<file path="config.mk">
export PLATFORM = sky130hd
export DESIGN_NAME = scs_top
export DESIGN_NICKNAME = d
export VERILOG_FILES = /design/src/shared/scs_pkg.sv /design/src/hdl/scs_top.sv /design/src/hdl/scs_tick_sync.sv
export SDC_FILE = /design/constraint.sdc
export NUM_CORES = 1
export LEC_CHECK = 0
export BUFFER_PORTS_ARGS = -buffer_cell sky130_fd_sc_hd__buf_2
export CAP_MARGIN = 40
export CELL_PAD_IN_SITES_DETAIL_PLACEMENT = 0
export CELL_PAD_IN_SITES_GLOBAL_PLACEMENT = 1
export CORE_MARGIN = 2
export CORE_UTILIZATION = 42
export CTS_CLUSTER_SIZE = 30
export DETAILED_ROUTE_END_ITERATION = 16
export HOLD_SLACK_MARGIN = 0.12
export PLACE_DENSITY = 0.87
export SYNTH_ARGS = -nofsm -noshare
export SYNTH_HDL_FRONTEND = slang
export SYNTH_HIERARCHICAL = 1
export SYNTH_SLANG_ARGS = --single-unit
</file>
<file path="constraint.sdc">
create_clock -name I_CLK -period 6.05 [get_ports I_CLK]
set_input_delay 0 -clock I_CLK [delete_from_list [all_inputs] [get_ports I_CLK]]
set_output_delay 0 -clock I_CLK [all_outputs]
set_load 0.02 [all_outputs]
</file>
<file path="src/shared/scs_pkg.sv">
// Constants, types and helpers for the system clock selection block
`default_nettype none
package scs_pkg;
    localparam int         MAIN_OSC_HZ   = 6000000;
    localparam int         SUB_OSC_HZ    = 32768;
    localparam int         AXI_ADDR_W    = 4;
    localparam int         AXI_DATA_W    = 32;
    localparam logic [3:0] OFS_CPU_DIV   = 4'h0;
    localparam logic [3:0] OFS_SYS_CLK   = 4'h4;
    localparam logic [3:0] OFS_SUBOSC    = 4'h8;
    localparam logic [3:0] OFS_STATUS    = 4'hC;
    localparam logic [1:0] RESP_OKAY     = 2'h0;
    localparam logic [1:0] RESP_SLVERR   = 2'h2;
    localparam logic [1:0] DIV_64        = 2'h0;
    localparam logic [1:0] DIV_16        = 2'h1;
    localparam logic [1:0] DIV_8         = 2'h2;
    localparam logic [1:0] DIV_4         = 2'h3;
    localparam logic [1:0] CPU_DIV_RESET = 2'h0;
    localparam logic [3:0] SYS_CLK_RESET = 4'h0;
    localparam logic [3:0] SUBOSC_RESET  = 4'h0;
    localparam int         SCC_SUB_BIT   = 0;
    localparam int         SCC_STOP_BIT  = 3;
    localparam int         SOS_CUT_BIT   = 0;
    localparam int         SOS_LOW_BIT   = 1;
    localparam int         ST_SUB_BIT    = 0;
    localparam int         ST_DIV_LSB    = 1;
    localparam int         ST_PEND_BIT   = 3;
    localparam int         ST_STABLE_BIT = 4;
    localparam int         ST_RUN_BIT    = 5;
    localparam int         ST_OSC_BIT    = 6;
    localparam int         CHAIN_W       = 6;
    localparam int         LAT_W         = 8;
    localparam logic [1:0] SUB_PHASE_END = 2'h3;
    localparam int         STAB_LOG2     = 15;
    localparam logic [LAT_W-1:0] LAT_FROM_SUB  = 8'h01;
    localparam logic [LAT_W-1:0] LAT_MAIN_64   = 8'h01;
    localparam logic [LAT_W-1:0] LAT_MAIN_16   = 8'h04;
    localparam logic [LAT_W-1:0] LAT_MAIN_8    = 8'h08;
    localparam logic [LAT_W-1:0] LAT_MAIN_4    = 8'h10;
    // Rounded to nearest: 3, 11, 23, 46 machine cycles at the nominal rates
    localparam int LAT_SUB_64 = (MAIN_OSC_HZ + 32 * SUB_OSC_HZ) / (64 * SUB_OSC_HZ);
    localparam int LAT_SUB_16 = (MAIN_OSC_HZ + 8 * SUB_OSC_HZ) / (16 * SUB_OSC_HZ);
    localparam int LAT_SUB_8  = (MAIN_OSC_HZ + 4 * SUB_OSC_HZ) / (8 * SUB_OSC_HZ);
    localparam int LAT_SUB_4  = (MAIN_OSC_HZ + 2 * SUB_OSC_HZ) / (4 * SUB_OSC_HZ);

    typedef struct packed {
        logic       sub;
        logic [1:0] div;
    } scs_clk_sel_type;

    typedef enum logic [1:0] {
        SW_IDLE = 2'b01,
        SW_WAIT = 2'b10
    } scs_sw_state_type;

    function automatic logic [LAT_W-1:0] scs_switch_latency(input scs_clk_sel_type from_sel,
                                                            input scs_clk_sel_type to_sel);
        logic [LAT_W-1:0] lat;
        lat = LAT_FROM_SUB;
        if (!from_sel.sub && to_sel.sub)
        begin
            unique case (from_sel.div)
                DIV_64: lat = LAT_W'(LAT_SUB_64);
                DIV_16: lat = LAT_W'(LAT_SUB_16);
                DIV_8:  lat = LAT_W'(LAT_SUB_8);
                DIV_4:  lat = LAT_W'(LAT_SUB_4);
            endcase
        end
        else if (!from_sel.sub)
        begin
            unique case (from_sel.div)
                DIV_64: lat = LAT_MAIN_64;
                DIV_16: lat = LAT_MAIN_16;
                DIV_8:  lat = LAT_MAIN_8;
                DIV_4:  lat = LAT_MAIN_4;
            endcase
        end
        return lat;
    endfunction : scs_switch_latency

    function automatic logic [CHAIN_W-1:0] scs_cycle_mask(input logic [1:0] div);
        logic [CHAIN_W-1:0] mask;
        mask = 6'h3F;
        unique case (div)
            DIV_64: mask = 6'h3F;
            DIV_16: mask = 6'h0F;
            DIV_8:  mask = 6'h07;
            DIV_4:  mask = 6'h03;
        endcase
        return mask;
    endfunction : scs_cycle_mask
endpackage : scs_pkg
`default_nettype wire

</file>
<file path="src/hdl/scs_top.sv">
// System clock selection: oscillator control, CPU clock mux and register slave
`default_nettype none
module scs_top
    import scs_pkg::*;
#(
    parameter int STAB_WAIT_LOG2 = STAB_LOG2
)
(
    input  wire logic                    I_CLK,
    input  wire logic                    I_RST_N,
    input  wire logic                    I_MAIN_OSC_IN,
    input  wire logic                    I_SUB_OSC_IN,
    input  wire logic                    I_STOP_MODE,
    input  wire logic [AXI_ADDR_W-1:0]   I_S_AXI_AWADDR,
    input  wire logic                    I_S_AXI_AWVALID,
    output var  logic                    O_S_AXI_AWREADY,
    input  wire logic [AXI_DATA_W-1:0]   I_S_AXI_WDATA,
    input  wire logic [AXI_DATA_W/8-1:0] I_S_AXI_WSTRB,
    input  wire logic                    I_S_AXI_WVALID,
    output var  logic                    O_S_AXI_WREADY,
    output var  logic [1:0]              O_S_AXI_BRESP,
    output var  logic                    O_S_AXI_BVALID,
    input  wire logic                    I_S_AXI_BREADY,
    input  wire logic [AXI_ADDR_W-1:0]   I_S_AXI_ARADDR,
    input  wire logic                    I_S_AXI_ARVALID,
    output var  logic                    O_S_AXI_ARREADY,
    output var  logic [AXI_DATA_W-1:0]   O_S_AXI_RDATA,
    output var  logic [1:0]              O_S_AXI_RRESP,
    output var  logic                    O_S_AXI_RVALID,
    input  wire logic                    I_S_AXI_RREADY,
    output var  logic                    O_MAIN_OSC_EN,
    output var  logic                    O_MAIN_IN_GROUND,
    output var  logic                    O_SUB_FEEDBACK_CUT,
    output var  logic                    O_SUB_LOW_DRIVE,
    output var  logic                    O_CPU_CYCLE,
    output var  logic                    O_CPU_RUN
);
    logic                      main_tick_raw;
    logic                      main_tick;
    logic                      sub_tick;
    logic [CHAIN_W-1:0]        chain_reg;
    logic [STAB_WAIT_LOG2:0]   stab_cnt_reg;
    logic                      main_stable;
    logic [1:0]                sub_phase_reg;
    logic                      cpu_cycle_now;
    logic                      main_ground;
    logic [1:0]                cpu_div_reg;
    logic [1:0]                cpu_div_next;
    logic [3:0]                sys_clk_reg;
    logic [3:0]                sys_clk_next;
    logic [3:0]                subosc_reg;
    logic [3:0]                subosc_next;
    scs_clk_sel_type           active_reg;
    scs_clk_sel_type           sel_next;
    scs_sw_state_type          sw_state_reg;
    logic [LAT_W-1:0]          lat_cnt_reg;
    logic                      swap_now;
    logic                      aw_have_reg;
    logic                      w_have_reg;
    logic [AXI_ADDR_W-1:0]     aw_addr_reg;
    logic [AXI_DATA_W-1:0]     w_data_reg;
    logic [AXI_DATA_W/8-1:0]   w_strb_reg;
    logic                      wr_fire;
    logic [AXI_ADDR_W-1:0]     wr_ofs;
    logic [AXI_ADDR_W-1:0]     rd_ofs;
    logic                      wr_mapped;
    logic [AXI_DATA_W-1:0]     rd_data;
    logic                      rd_mapped;
    logic                      sel_write;

    scs_tick_sync u_main_sync
    (
        .I_CLK   (I_CLK),
        .I_RST_N (I_RST_N),
        .i_pin   (I_MAIN_OSC_IN),
        .o_tick  (main_tick_raw)
    );

    scs_tick_sync u_sub_sync
    (
        .I_CLK   (I_CLK),
        .I_RST_N (I_RST_N),
        .i_pin   (I_SUB_OSC_IN),
        .o_tick  (sub_tick)
    );

    // Edges seen while the oscillator is held off are leakage, not clock
    assign main_tick   = main_tick_raw & O_MAIN_OSC_EN;
    assign main_stable = stab_cnt_reg[STAB_WAIT_LOG2];
    assign main_ground = I_STOP_MODE | (sys_clk_reg[SCC_STOP_BIT] & active_reg.sub);

    always_ff @(posedge I_CLK)
    begin
        if (!I_RST_N)
        begin
            O_MAIN_OSC_EN    <= 1'b1;
            O_MAIN_IN_GROUND <= 1'b0;
        end
        else
        begin
            O_MAIN_IN_GROUND <= main_ground;
            O_MAIN_OSC_EN    <= ~main_ground;
        end
    end

    always_ff @(posedge I_CLK)
    begin
        if (!I_RST_N)
            chain_reg <= '0;
        else if (main_tick)
            chain_reg <= chain_reg + 1'b1;
    end

    // Restarted after every oscillator stop, so a cold crystal never clocks the CPU
    always_ff @(posedge I_CLK)
    begin
        if (!I_RST_N || !O_MAIN_OSC_EN)
            stab_cnt_reg <= '0;
        else if (main_tick && !main_stable)
            stab_cnt_reg <= stab_cnt_reg + 1'b1;
    end

    always_ff @(posedge I_CLK)
    begin
        if (!I_RST_N)
            O_CPU_RUN <= 1'b0;
        else if (main_stable)
            O_CPU_RUN <= 1'b1;
    end

    always_comb
    begin
        if (active_reg.sub)
            cpu_cycle_now = sub_tick && (sub_phase_reg == SUB_PHASE_END);
        else
            cpu_cycle_now = main_tick && main_stable && O_CPU_RUN &&
                ((chain_reg & scs_cycle_mask(active_reg.div)) ==
                 scs_cycle_mask(active_reg.div));
        // A cycle right behind the swap cycle would be a one-clock runt
        if (O_CPU_CYCLE)
            cpu_cycle_now = 1'b0;
    end

    always_ff @(posedge I_CLK)
    begin
        if (!I_RST_N)
            O_CPU_CYCLE <= 1'b0;
        else
            O_CPU_CYCLE <= cpu_cycle_now;
    end

    // Phase cleared on entry so the first sub cycle is full length
    always_ff @(posedge I_CLK)
    begin
        if (!I_RST_N)
            sub_phase_reg <= '0;
        else if (swap_now && sel_next.sub && !active_reg.sub)
            sub_phase_reg <= '0;
        else if (sub_tick)
            sub_phase_reg <= sub_phase_reg + 1'b1;
    end

    assign wr_fire   = aw_have_reg && w_have_reg && !O_S_AXI_BVALID;
    assign wr_ofs    = {aw_addr_reg[AXI_ADDR_W-1:2], 2'b00};
    assign rd_ofs    = {I_S_AXI_ARADDR[AXI_ADDR_W-1:2], 2'b00};
    assign wr_mapped = (wr_ofs == OFS_CPU_DIV) || (wr_ofs == OFS_SYS_CLK) ||
                       (wr_ofs == OFS_SUBOSC) || (wr_ofs == OFS_STATUS);
    assign sel_write = wr_fire && w_strb_reg[0] &&
                       ((wr_ofs == OFS_CPU_DIV) || (wr_ofs == OFS_SYS_CLK));

    always_comb
    begin
        cpu_div_next = cpu_div_reg;
        sys_clk_next = sys_clk_reg;
        subosc_next  = subosc_reg;
        if (wr_fire && w_strb_reg[0])
        begin
            if (wr_ofs == OFS_CPU_DIV)
                cpu_div_next = w_data_reg[1:0];
            if (wr_ofs == OFS_SYS_CLK)
            begin
                sys_clk_next[SCC_SUB_BIT]  = w_data_reg[SCC_SUB_BIT];
                sys_clk_next[SCC_STOP_BIT] = w_data_reg[SCC_STOP_BIT];
            end
            if (wr_ofs == OFS_SUBOSC)
                subosc_next = w_data_reg[3:0];
        end
        sel_next.sub = sys_clk_next[SCC_SUB_BIT];
        sel_next.div = cpu_div_next;
    end

    always_ff @(posedge I_CLK)
    begin
        if (!I_RST_N)
        begin
            cpu_div_reg <= CPU_DIV_RESET;
            sys_clk_reg <= SYS_CLK_RESET;
            subosc_reg  <= SUBOSC_RESET;
        end
        else
        begin
            cpu_div_reg <= cpu_div_next;
            sys_clk_reg <= sys_clk_next;
            subosc_reg  <= subosc_next;
        end
    end

    always_ff @(posedge I_CLK)
    begin
        if (!I_RST_N)
        begin
            O_SUB_FEEDBACK_CUT <= 1'b0;
            O_SUB_LOW_DRIVE    <= 1'b0;
        end
        else
        begin
            O_SUB_FEEDBACK_CUT <= subosc_reg[SOS_CUT_BIT];
            O_SUB_LOW_DRIVE    <= subosc_reg[SOS_LOW_BIT];
        end
    end

    assign swap_now = (sw_state_reg == SW_WAIT) && !sel_write && cpu_cycle_now &&
                      (lat_cnt_reg == LAT_FROM_SUB);

    // Swapping only on a machine cycle edge keeps the CPU clock free of runt cycles
    always_ff @(posedge I_CLK)
    begin
        if (!I_RST_N)
        begin
            sw_state_reg    <= SW_IDLE;
            lat_cnt_reg     <= '0;
            active_reg.sub  <= 1'b0;
            active_reg.div  <= CPU_DIV_RESET;
        end
        else if (sel_write)
        begin
            if (sel_next != active_reg)
            begin
                sw_state_reg <= SW_WAIT;
                lat_cnt_reg  <= scs_switch_latency(active_reg, sel_next);
            end
            else
                sw_state_reg <= SW_IDLE;
        end
        else
        begin
            unique case (sw_state_reg)
                SW_IDLE: lat_cnt_reg <= lat_cnt_reg;
                SW_WAIT:
                begin
                    if (swap_now)
                    begin
                        active_reg   <= sel_next;
                        sw_state_reg <= SW_IDLE;
                    end
                    else if (cpu_cycle_now)
                        lat_cnt_reg <= lat_cnt_reg - 1'b1;
                end
                default: sw_state_reg <= SW_IDLE;
            endcase
        end
    end

    always_ff @(posedge I_CLK)
    begin
        if (!I_RST_N)
        begin
            aw_have_reg     <= 1'b0;
            w_have_reg      <= 1'b0;
            aw_addr_reg     <= '0;
            w_data_reg      <= '0;
            w_strb_reg      <= '0;
            O_S_AXI_AWREADY <= 1'b0;
            O_S_AXI_WREADY  <= 1'b0;
            O_S_AXI_BVALID  <= 1'b0;
            O_S_AXI_BRESP   <= RESP_OKAY;
        end
        else
        begin
            if (O_S_AXI_AWREADY && I_S_AXI_AWVALID)
            begin
                aw_have_reg     <= 1'b1;
                aw_addr_reg     <= I_S_AXI_AWADDR;
                O_S_AXI_AWREADY <= 1'b0;
            end
            else if (!aw_have_reg && !O_S_AXI_BVALID)
                O_S_AXI_AWREADY <= 1'b1;
            if (O_S_AXI_WREADY && I_S_AXI_WVALID)
            begin
                w_have_reg     <= 1'b1;
                w_data_reg     <= I_S_AXI_WDATA;
                w_strb_reg     <= I_S_AXI_WSTRB;
                O_S_AXI_WREADY <= 1'b0;
            end
            else if (!w_have_reg && !O_S_AXI_BVALID)
                O_S_AXI_WREADY <= 1'b1;
            if (wr_fire)
            begin
                aw_have_reg    <= 1'b0;
                w_have_reg     <= 1'b0;
                O_S_AXI_BVALID <= 1'b1;
                O_S_AXI_BRESP  <= wr_mapped ? RESP_OKAY : RESP_SLVERR;
            end
            else if (O_S_AXI_BVALID && I_S_AXI_BREADY)
                O_S_AXI_BVALID <= 1'b0;
        end
    end

    always_comb
    begin
        rd_data   = '0;
        rd_mapped = 1'b1;
        unique case (rd_ofs)
            OFS_CPU_DIV: rd_data[1:0] = cpu_div_reg;
            OFS_SYS_CLK: rd_data[3:0] = sys_clk_reg;
            OFS_SUBOSC:  rd_data[3:0] = subosc_reg;
            OFS_STATUS:
            begin
                rd_data[ST_SUB_BIT]              = active_reg.sub;
                rd_data[ST_DIV_LSB+1:ST_DIV_LSB] = active_reg.div;
                rd_data[ST_PEND_BIT]             = (sw_state_reg == SW_WAIT);
                rd_data[ST_STABLE_BIT]           = main_stable;
                rd_data[ST_RUN_BIT]              = O_CPU_RUN;
                rd_data[ST_OSC_BIT]              = O_MAIN_OSC_EN;
            end
            default: rd_mapped = 1'b0;
        endcase
    end

    always_ff @(posedge I_CLK)
    begin
        if (!I_RST_N)
        begin
            O_S_AXI_ARREADY <= 1'b0;
            O_S_AXI_RVALID  <= 1'b0;
            O_S_AXI_RDATA   <= '0;
            O_S_AXI_RRESP   <= RESP_OKAY;
        end
        else if (O_S_AXI_ARREADY && I_S_AXI_ARVALID)
        begin
            O_S_AXI_ARREADY <= 1'b0;
            O_S_AXI_RVALID  <= 1'b1;
            O_S_AXI_RDATA   <= rd_data;
            O_S_AXI_RRESP   <= rd_mapped ? RESP_OKAY : RESP_SLVERR;
        end
        else if (O_S_AXI_RVALID && I_S_AXI_RREADY)
            O_S_AXI_RVALID <= 1'b0;
        else if (!O_S_AXI_RVALID)
            O_S_AXI_ARREADY <= 1'b1;
    end
endmodule : scs_top
`default_nettype wire

</file>
<file path="src/hdl/scs_tick_sync.sv">
// Pin synchroniser that turns oscillator rising edges into one-cycle ticks
`default_nettype none
module scs_tick_sync
(
    input  wire logic I_CLK,
    input  wire logic I_RST_N,
    input  wire logic i_pin,
    output var  logic o_tick
);
    logic sync1_reg;
    logic sync2_reg;
    logic prev_reg;

    always_ff @(posedge I_CLK)
    begin
        if (!I_RST_N)
        begin
            sync1_reg <= 1'b0;
            sync2_reg <= 1'b0;
            prev_reg  <= 1'b0;
            o_tick    <= 1'b0;
        end
        else
        begin
            sync1_reg <= i_pin;
            sync2_reg <= sync1_reg;
            prev_reg  <= sync2_reg;
            o_tick    <= sync2_reg & ~prev_reg;
        end
    end
endmodule : scs_tick_sync
`default_nettype wire

</file>
* Word level (Yosys, flattened, before mapping) *
Index checks and enable logic that the tools add are counted.
Widths: inputs -> output; s select.

word-level totals
  register bits after elaboration = 86
  bits of input ports = 54

cells by class
  bitwise operators = 13
  reductions and logical operators = 53
  add/sub/neg operators = 4
  eq/ne operators = 19
  mux-type cells = 31

operators by type and width
  kind                   count
  $pmux 8 s4             2
  $mux 8                 7
  $pmux 6 s4             1
  $logic_and 1x1->1      22
  $add 16x1->16 const B  1
  $eq 2x2->1 const B     8
  $mux 2                 7
  $reduce_or 2->1        5
  $mux 1                 9
  $eq 2x1->1 const B     4
  $eq 8x1->1 const B     1
  $logic_not 1->1        8
  $logic_not 4->1        2
  $pmux 2 s4             1
  $reduce_and 2->1       4
  $reduce_bool 2->1      4
  $sub 8x1->8 const B    1
  $not 1->1              7
  $add 6x1->6 const B    1
  $and 6x6->6            1
  $eq 6x6->1             1
  $mux 6                 1
  $pmux 2 s3             1
  $and 1x1->1            4
  13 further kinds       17

* Depth between registers and ports, before layout *
  word-level depth = 13
  mapped depth = 13

* Cells and area by module *
Netlist, hierarchy kept.

by module, submodules not included
  module         cells each  instances  area each (µm²)
  scs_top        415         1          3539.6
  scs_tick_sync  8           2          111.4

* Worst setup path before layout *
OpenSTA, ideal clock, no wires.

  path type = flip-flop to flip-flop
  start = register O_S_AXI_BVALID
  end = register lat_cnt_reg[0]
  path buffers = 1
  setup slack = 2885 ps
  arrival = 3062 ps
  cell stages (with the launch flop) = 14
  data required time = 5947 ps
  clock period less this slack = 3165 ps
  cells stage by stage = dfxtp_1 > nand3b_1 > nor2_1 > nand2_1 > mux2i_1 > inv_1 > ha_1 > nand3_1 > a21oi_1 > a311oi_1 > or4_1 > buf_6 > o21a_1 > a2111oi_2

RTL lines
  what                      line            source
  start: declaration        scs_top.sv:22   output var logic O_S_AXI_BVALID,
  start signal: assignment  scs_top.sv:275  O_S_AXI_BVALID <= 1'b0;
  start signal: assignment  scs_top.sv:301  O_S_AXI_BVALID <= 1'b1;
  start signal: assignment  scs_top.sv:305  O_S_AXI_BVALID <= 1'b0;
  end signal: assignment    scs_top.sv:240  lat_cnt_reg <= scs_switch_latency(active_reg, sel_next);
  end signal: assignment    scs_top.sv:248  SW_IDLE: lat_cnt_reg <= lat_cnt_reg;
  end signal: assignment    scs_top.sv:257  lat_cnt_reg <= lat_cnt_reg - 1'b1;
  end: declaration          scs_top.sv:56   logic [LAT_W-1:0] lat_cnt_reg;

==> impl_results.md <==
- Status: complete, no violations
- Reg2reg start: O_S_AXI_BVALID
- Area leader, netlist: dfxtp_1
- Core Area: 8721 sq um
- GR Util All Layers: 16.49%
- PD cells: 236.8 nW/um^2
- Hold Startpoint: I_S_AXI_ARADDR[2]
- Least-Margin Pin Slew: 0.8183 ns
- CP startpoint: O_S_AXI_BVALID
- Vias in the first global route: 2934
- Fillers: 844
- Fin crit period: 3.810 ns
- Top-area cell type share of the netlist area: 43.63%
- Leak pwr: 1.787 nW
- Peak VDD IR: 120.5 uV
- Sw Ratio: 23.83%
- Register area share after synthesis: 43.63%
- Io pins: 101
- Clk pwr share: 38.3%
- Max_cap viols: 0
- Die boundary height: 98.65 um
- Top FF cell, synth: dfxtp_1
- Setup CP Type: reg2reg
- CTS HTree Levels: 3
- Clk_skew: 0.007862 ns
- Synth async-reset ratio: 0%
- Final ANT Viol Nets: 0
- Cell area after synthesis: 3762 sq um
- Fin. Hold Viols: 0
- R2R cell count: 12
- Hold worst-path end: O_S_AXI_RDATA[1]
- Power share of the sequential group: 54.0%
- Yosys warning count: 6
- Post-synth EDFFs: 0
- Congestion Overflow GR: 0
- WP data arrival: 4.06 ns
- CTS Buffer Depth: 2
- Setup Total Neg Slack: 0 ns
- Vias per inst: 5.084
- Internal power: 0.0007924 W
- Largest register FFs: 16
- Synth Instances: 431
- Worst r2r dst: lat_cnt_reg[0]
- Setup crit start kind: flip-flop
- Final Core Density: 50.39%
- Starting DRT DRC Count: 76
- CP required: 6.30 ns
- Syn avg cell area: 8.729 sq um
- Period utilization: 62.97%
- CTS sink cnt: 82
- Yosys cell types: 62
- Antenna diodes: 0
- Hold Path Class: in2reg
- Row cnt: 34
- RSZ-0062 raised after global routing: no
- Clock buffer count from CTS: 9
- Initial antenna violation count: 0
- Synth top area cells: dfxtp_1 44%, nor2_1 5.8%, buf_4 5.4%, a21oi_1 3.9%, nand2_1 3.5%
- Wire length per cell: 12.69 um
- Hold Crit Depth: 4
- CTS tree: built
- Total die area: 9731 sq um
- Sw power: 0.0002479 W
- TritonRoute pass-1 iters: 4
- Reg clk slew, reported paths: 0.08 ns
- Max Clock Freq: 262.5 MHz
- Ratio of cells with drive above 1 in the final layout: 14.89%
- Die X: 98.65 um
- Crit end category: flip-flop
- Root buffer cell: clkbuf_8
- Comb pwr share: 7.8%
- Slew headroom: 45.19%
- Total number of vias: 3076
- Area growth syn-to-layout: 16.79%
- Slew Viols, Final: 0
- DRC Markers: 0
- Nets: 552
- Setup violators final: 0
- First-pass GRT wire length: 13320 um
- R2R setup slack: 2.24 ns
- Gpl congestion: 0.7838
- Initial Utilization: 43.14%
- Clock Latency Late Sink: 0.34 ns
- Crit path max fanout: 10
- # port buffers: 38
- Final HPWL DP: 5362 um
- Final WL: 7680 um
- #FFs+latches synth: 82
- Largest net degree at the start of global routing: 40
[repair_timing]
| item | CTS | global route |
|---|---|---|
| gates resized for setup | 0 | 0 |
| hold buffers | 26 | 0 |
| setup buffers | 0 | 0 |
| hold endpoints to repair | 25 | 0 |
[stage by stage]
step / hold slack (ns) / total power, W / area, sq um / std cells / worst slack (ns)
after floorplan: 0.1362 / 0.0006357 / 3860 / 457 / 2.885
after detailed placement: 0.2208 / 0.0006425 / 3930 / 563 / 2.229
final: 0.1524 / 0.001040 / 4394 / 605 / 2.240
after global routing: 0.1983 / 0.001087 / 4394 / 605 / 1.848
after global placement: 0.2182 / 0.0006409 / 3930 / 563 / 2.216
after CTS: 0.1485 / 0.001054 / 4394 / 605 / 2.206
[routing by layer]
metal | global-route usage [%] | up-vias | routed length [um]
li1 | - | 1565 | -
met1 | 20.84 | 1451 | 3506
met2 | 27.84 | 52 | 3782
met3 | 4.255 | 8 | 297
met4 | 4.847 | 0 | 94
met5 | 0 | - | 0
[cell families after synthesis]
kind of cell	share of synthesized area (%)
fa+ha+maj	1.995
simple gates	24.88
flops	43.63
compound gates	12.60
buf+inv	8.181
xor+xnor	4.190
other cells	0.09967
mux	4.423
[power groups by stage]
stage / sequential [W] / clock [W] / combinational [W]
after global routing: 0.000564 / 0.000434 / 0.0000897
after floorplan: 0.000575 / 0 / 0.0000609
final: 0.000562 / 0.000398 / 0.0000807
after global placement: 0.000573 / 0 / 0.0000675
after CTS: 0.000561 / 0.000412 / 0.0000810
after detailed placement: 0.000574 / 0 / 0.0000687
[layout make-up]
class	instances	area [sq um]	share of cell area, %
clock buffers	11	151.4	3.445
multi-input cells	322	1911	43.48
clock inverters	5	52.55	1.196
repair buffers	65	457.9	10.42
well taps	108	135.1	3.075
inverters	12	45.04	1.025
flip-flops and latches	82	1642	37.36
[synth_stat cells (all sizes together), types with 5 or more instances]
cell	instances
buf	29
nor3	6
ha	6
o21ai	13
a211oi	5
and3	12
nor2	58
xor2	11
nand2	36
clkbuf	12
nand2b	5
nand3	18
mux2i	11
and2	11
or3	9
dfxtp	82
xnor2	7
inv	11
a21oi	30
[worst max-delay path, cell delays in order (launching register included)]
cell	delay [ns]
dfxtp_1	0.36
nand3b_1	0.28
nor2_1	0.57
nand2_1	0.23
mux2i_1	0.32
inv_1	0.13
ha_1	0.35
nand3_1	0.09
a21oi_1	0.14
a311oi_1	0.06
or4_1	0.62
o21a_1	0.26
a2111oi_2	0.31
[cell usage in the layout (no fill, tap or decap), types with 5 or more instances in the layout]
master         Yosys  final
a211oi_1           5      5
and2_2             6      6
dfxtp_1           82     82
clkbuf_8           0     11
xnor2_1            7      7
nand2_1           35     35
nor2_1            58     58
mux2i_1           11     11
xor2_1            11     11
and3_1            12     12
nand2b_1           5      5
nand3_1           18     18
o21ai_0           11     11
or3_1              9      9
ha_1               6      6
dlygate4sd3_1      0     26
conb_1             1     27
nor3_1             6      6
a21oi_1           29     29
and2_1             5      5
inv_1             11     11
buf_2              0     38
[how the worst max path moves through the flow]
stage                endpoint  slack [ns]  depth (start not counted)
2_1_floorplan  lat_cnt_reg[0]        2.88                         13
4_1_cts        lat_cnt_reg[0]        2.21                         12
6_report       lat_cnt_reg[0]        2.24                         12
3_3_place_gp   lat_cnt_reg[0]        2.22                         12
3_5_place_dp   lat_cnt_reg[0]        2.23                         12
5_1_grt        lat_cnt_reg[0]        1.85                         12
Power figures use the tool's default switching activity.
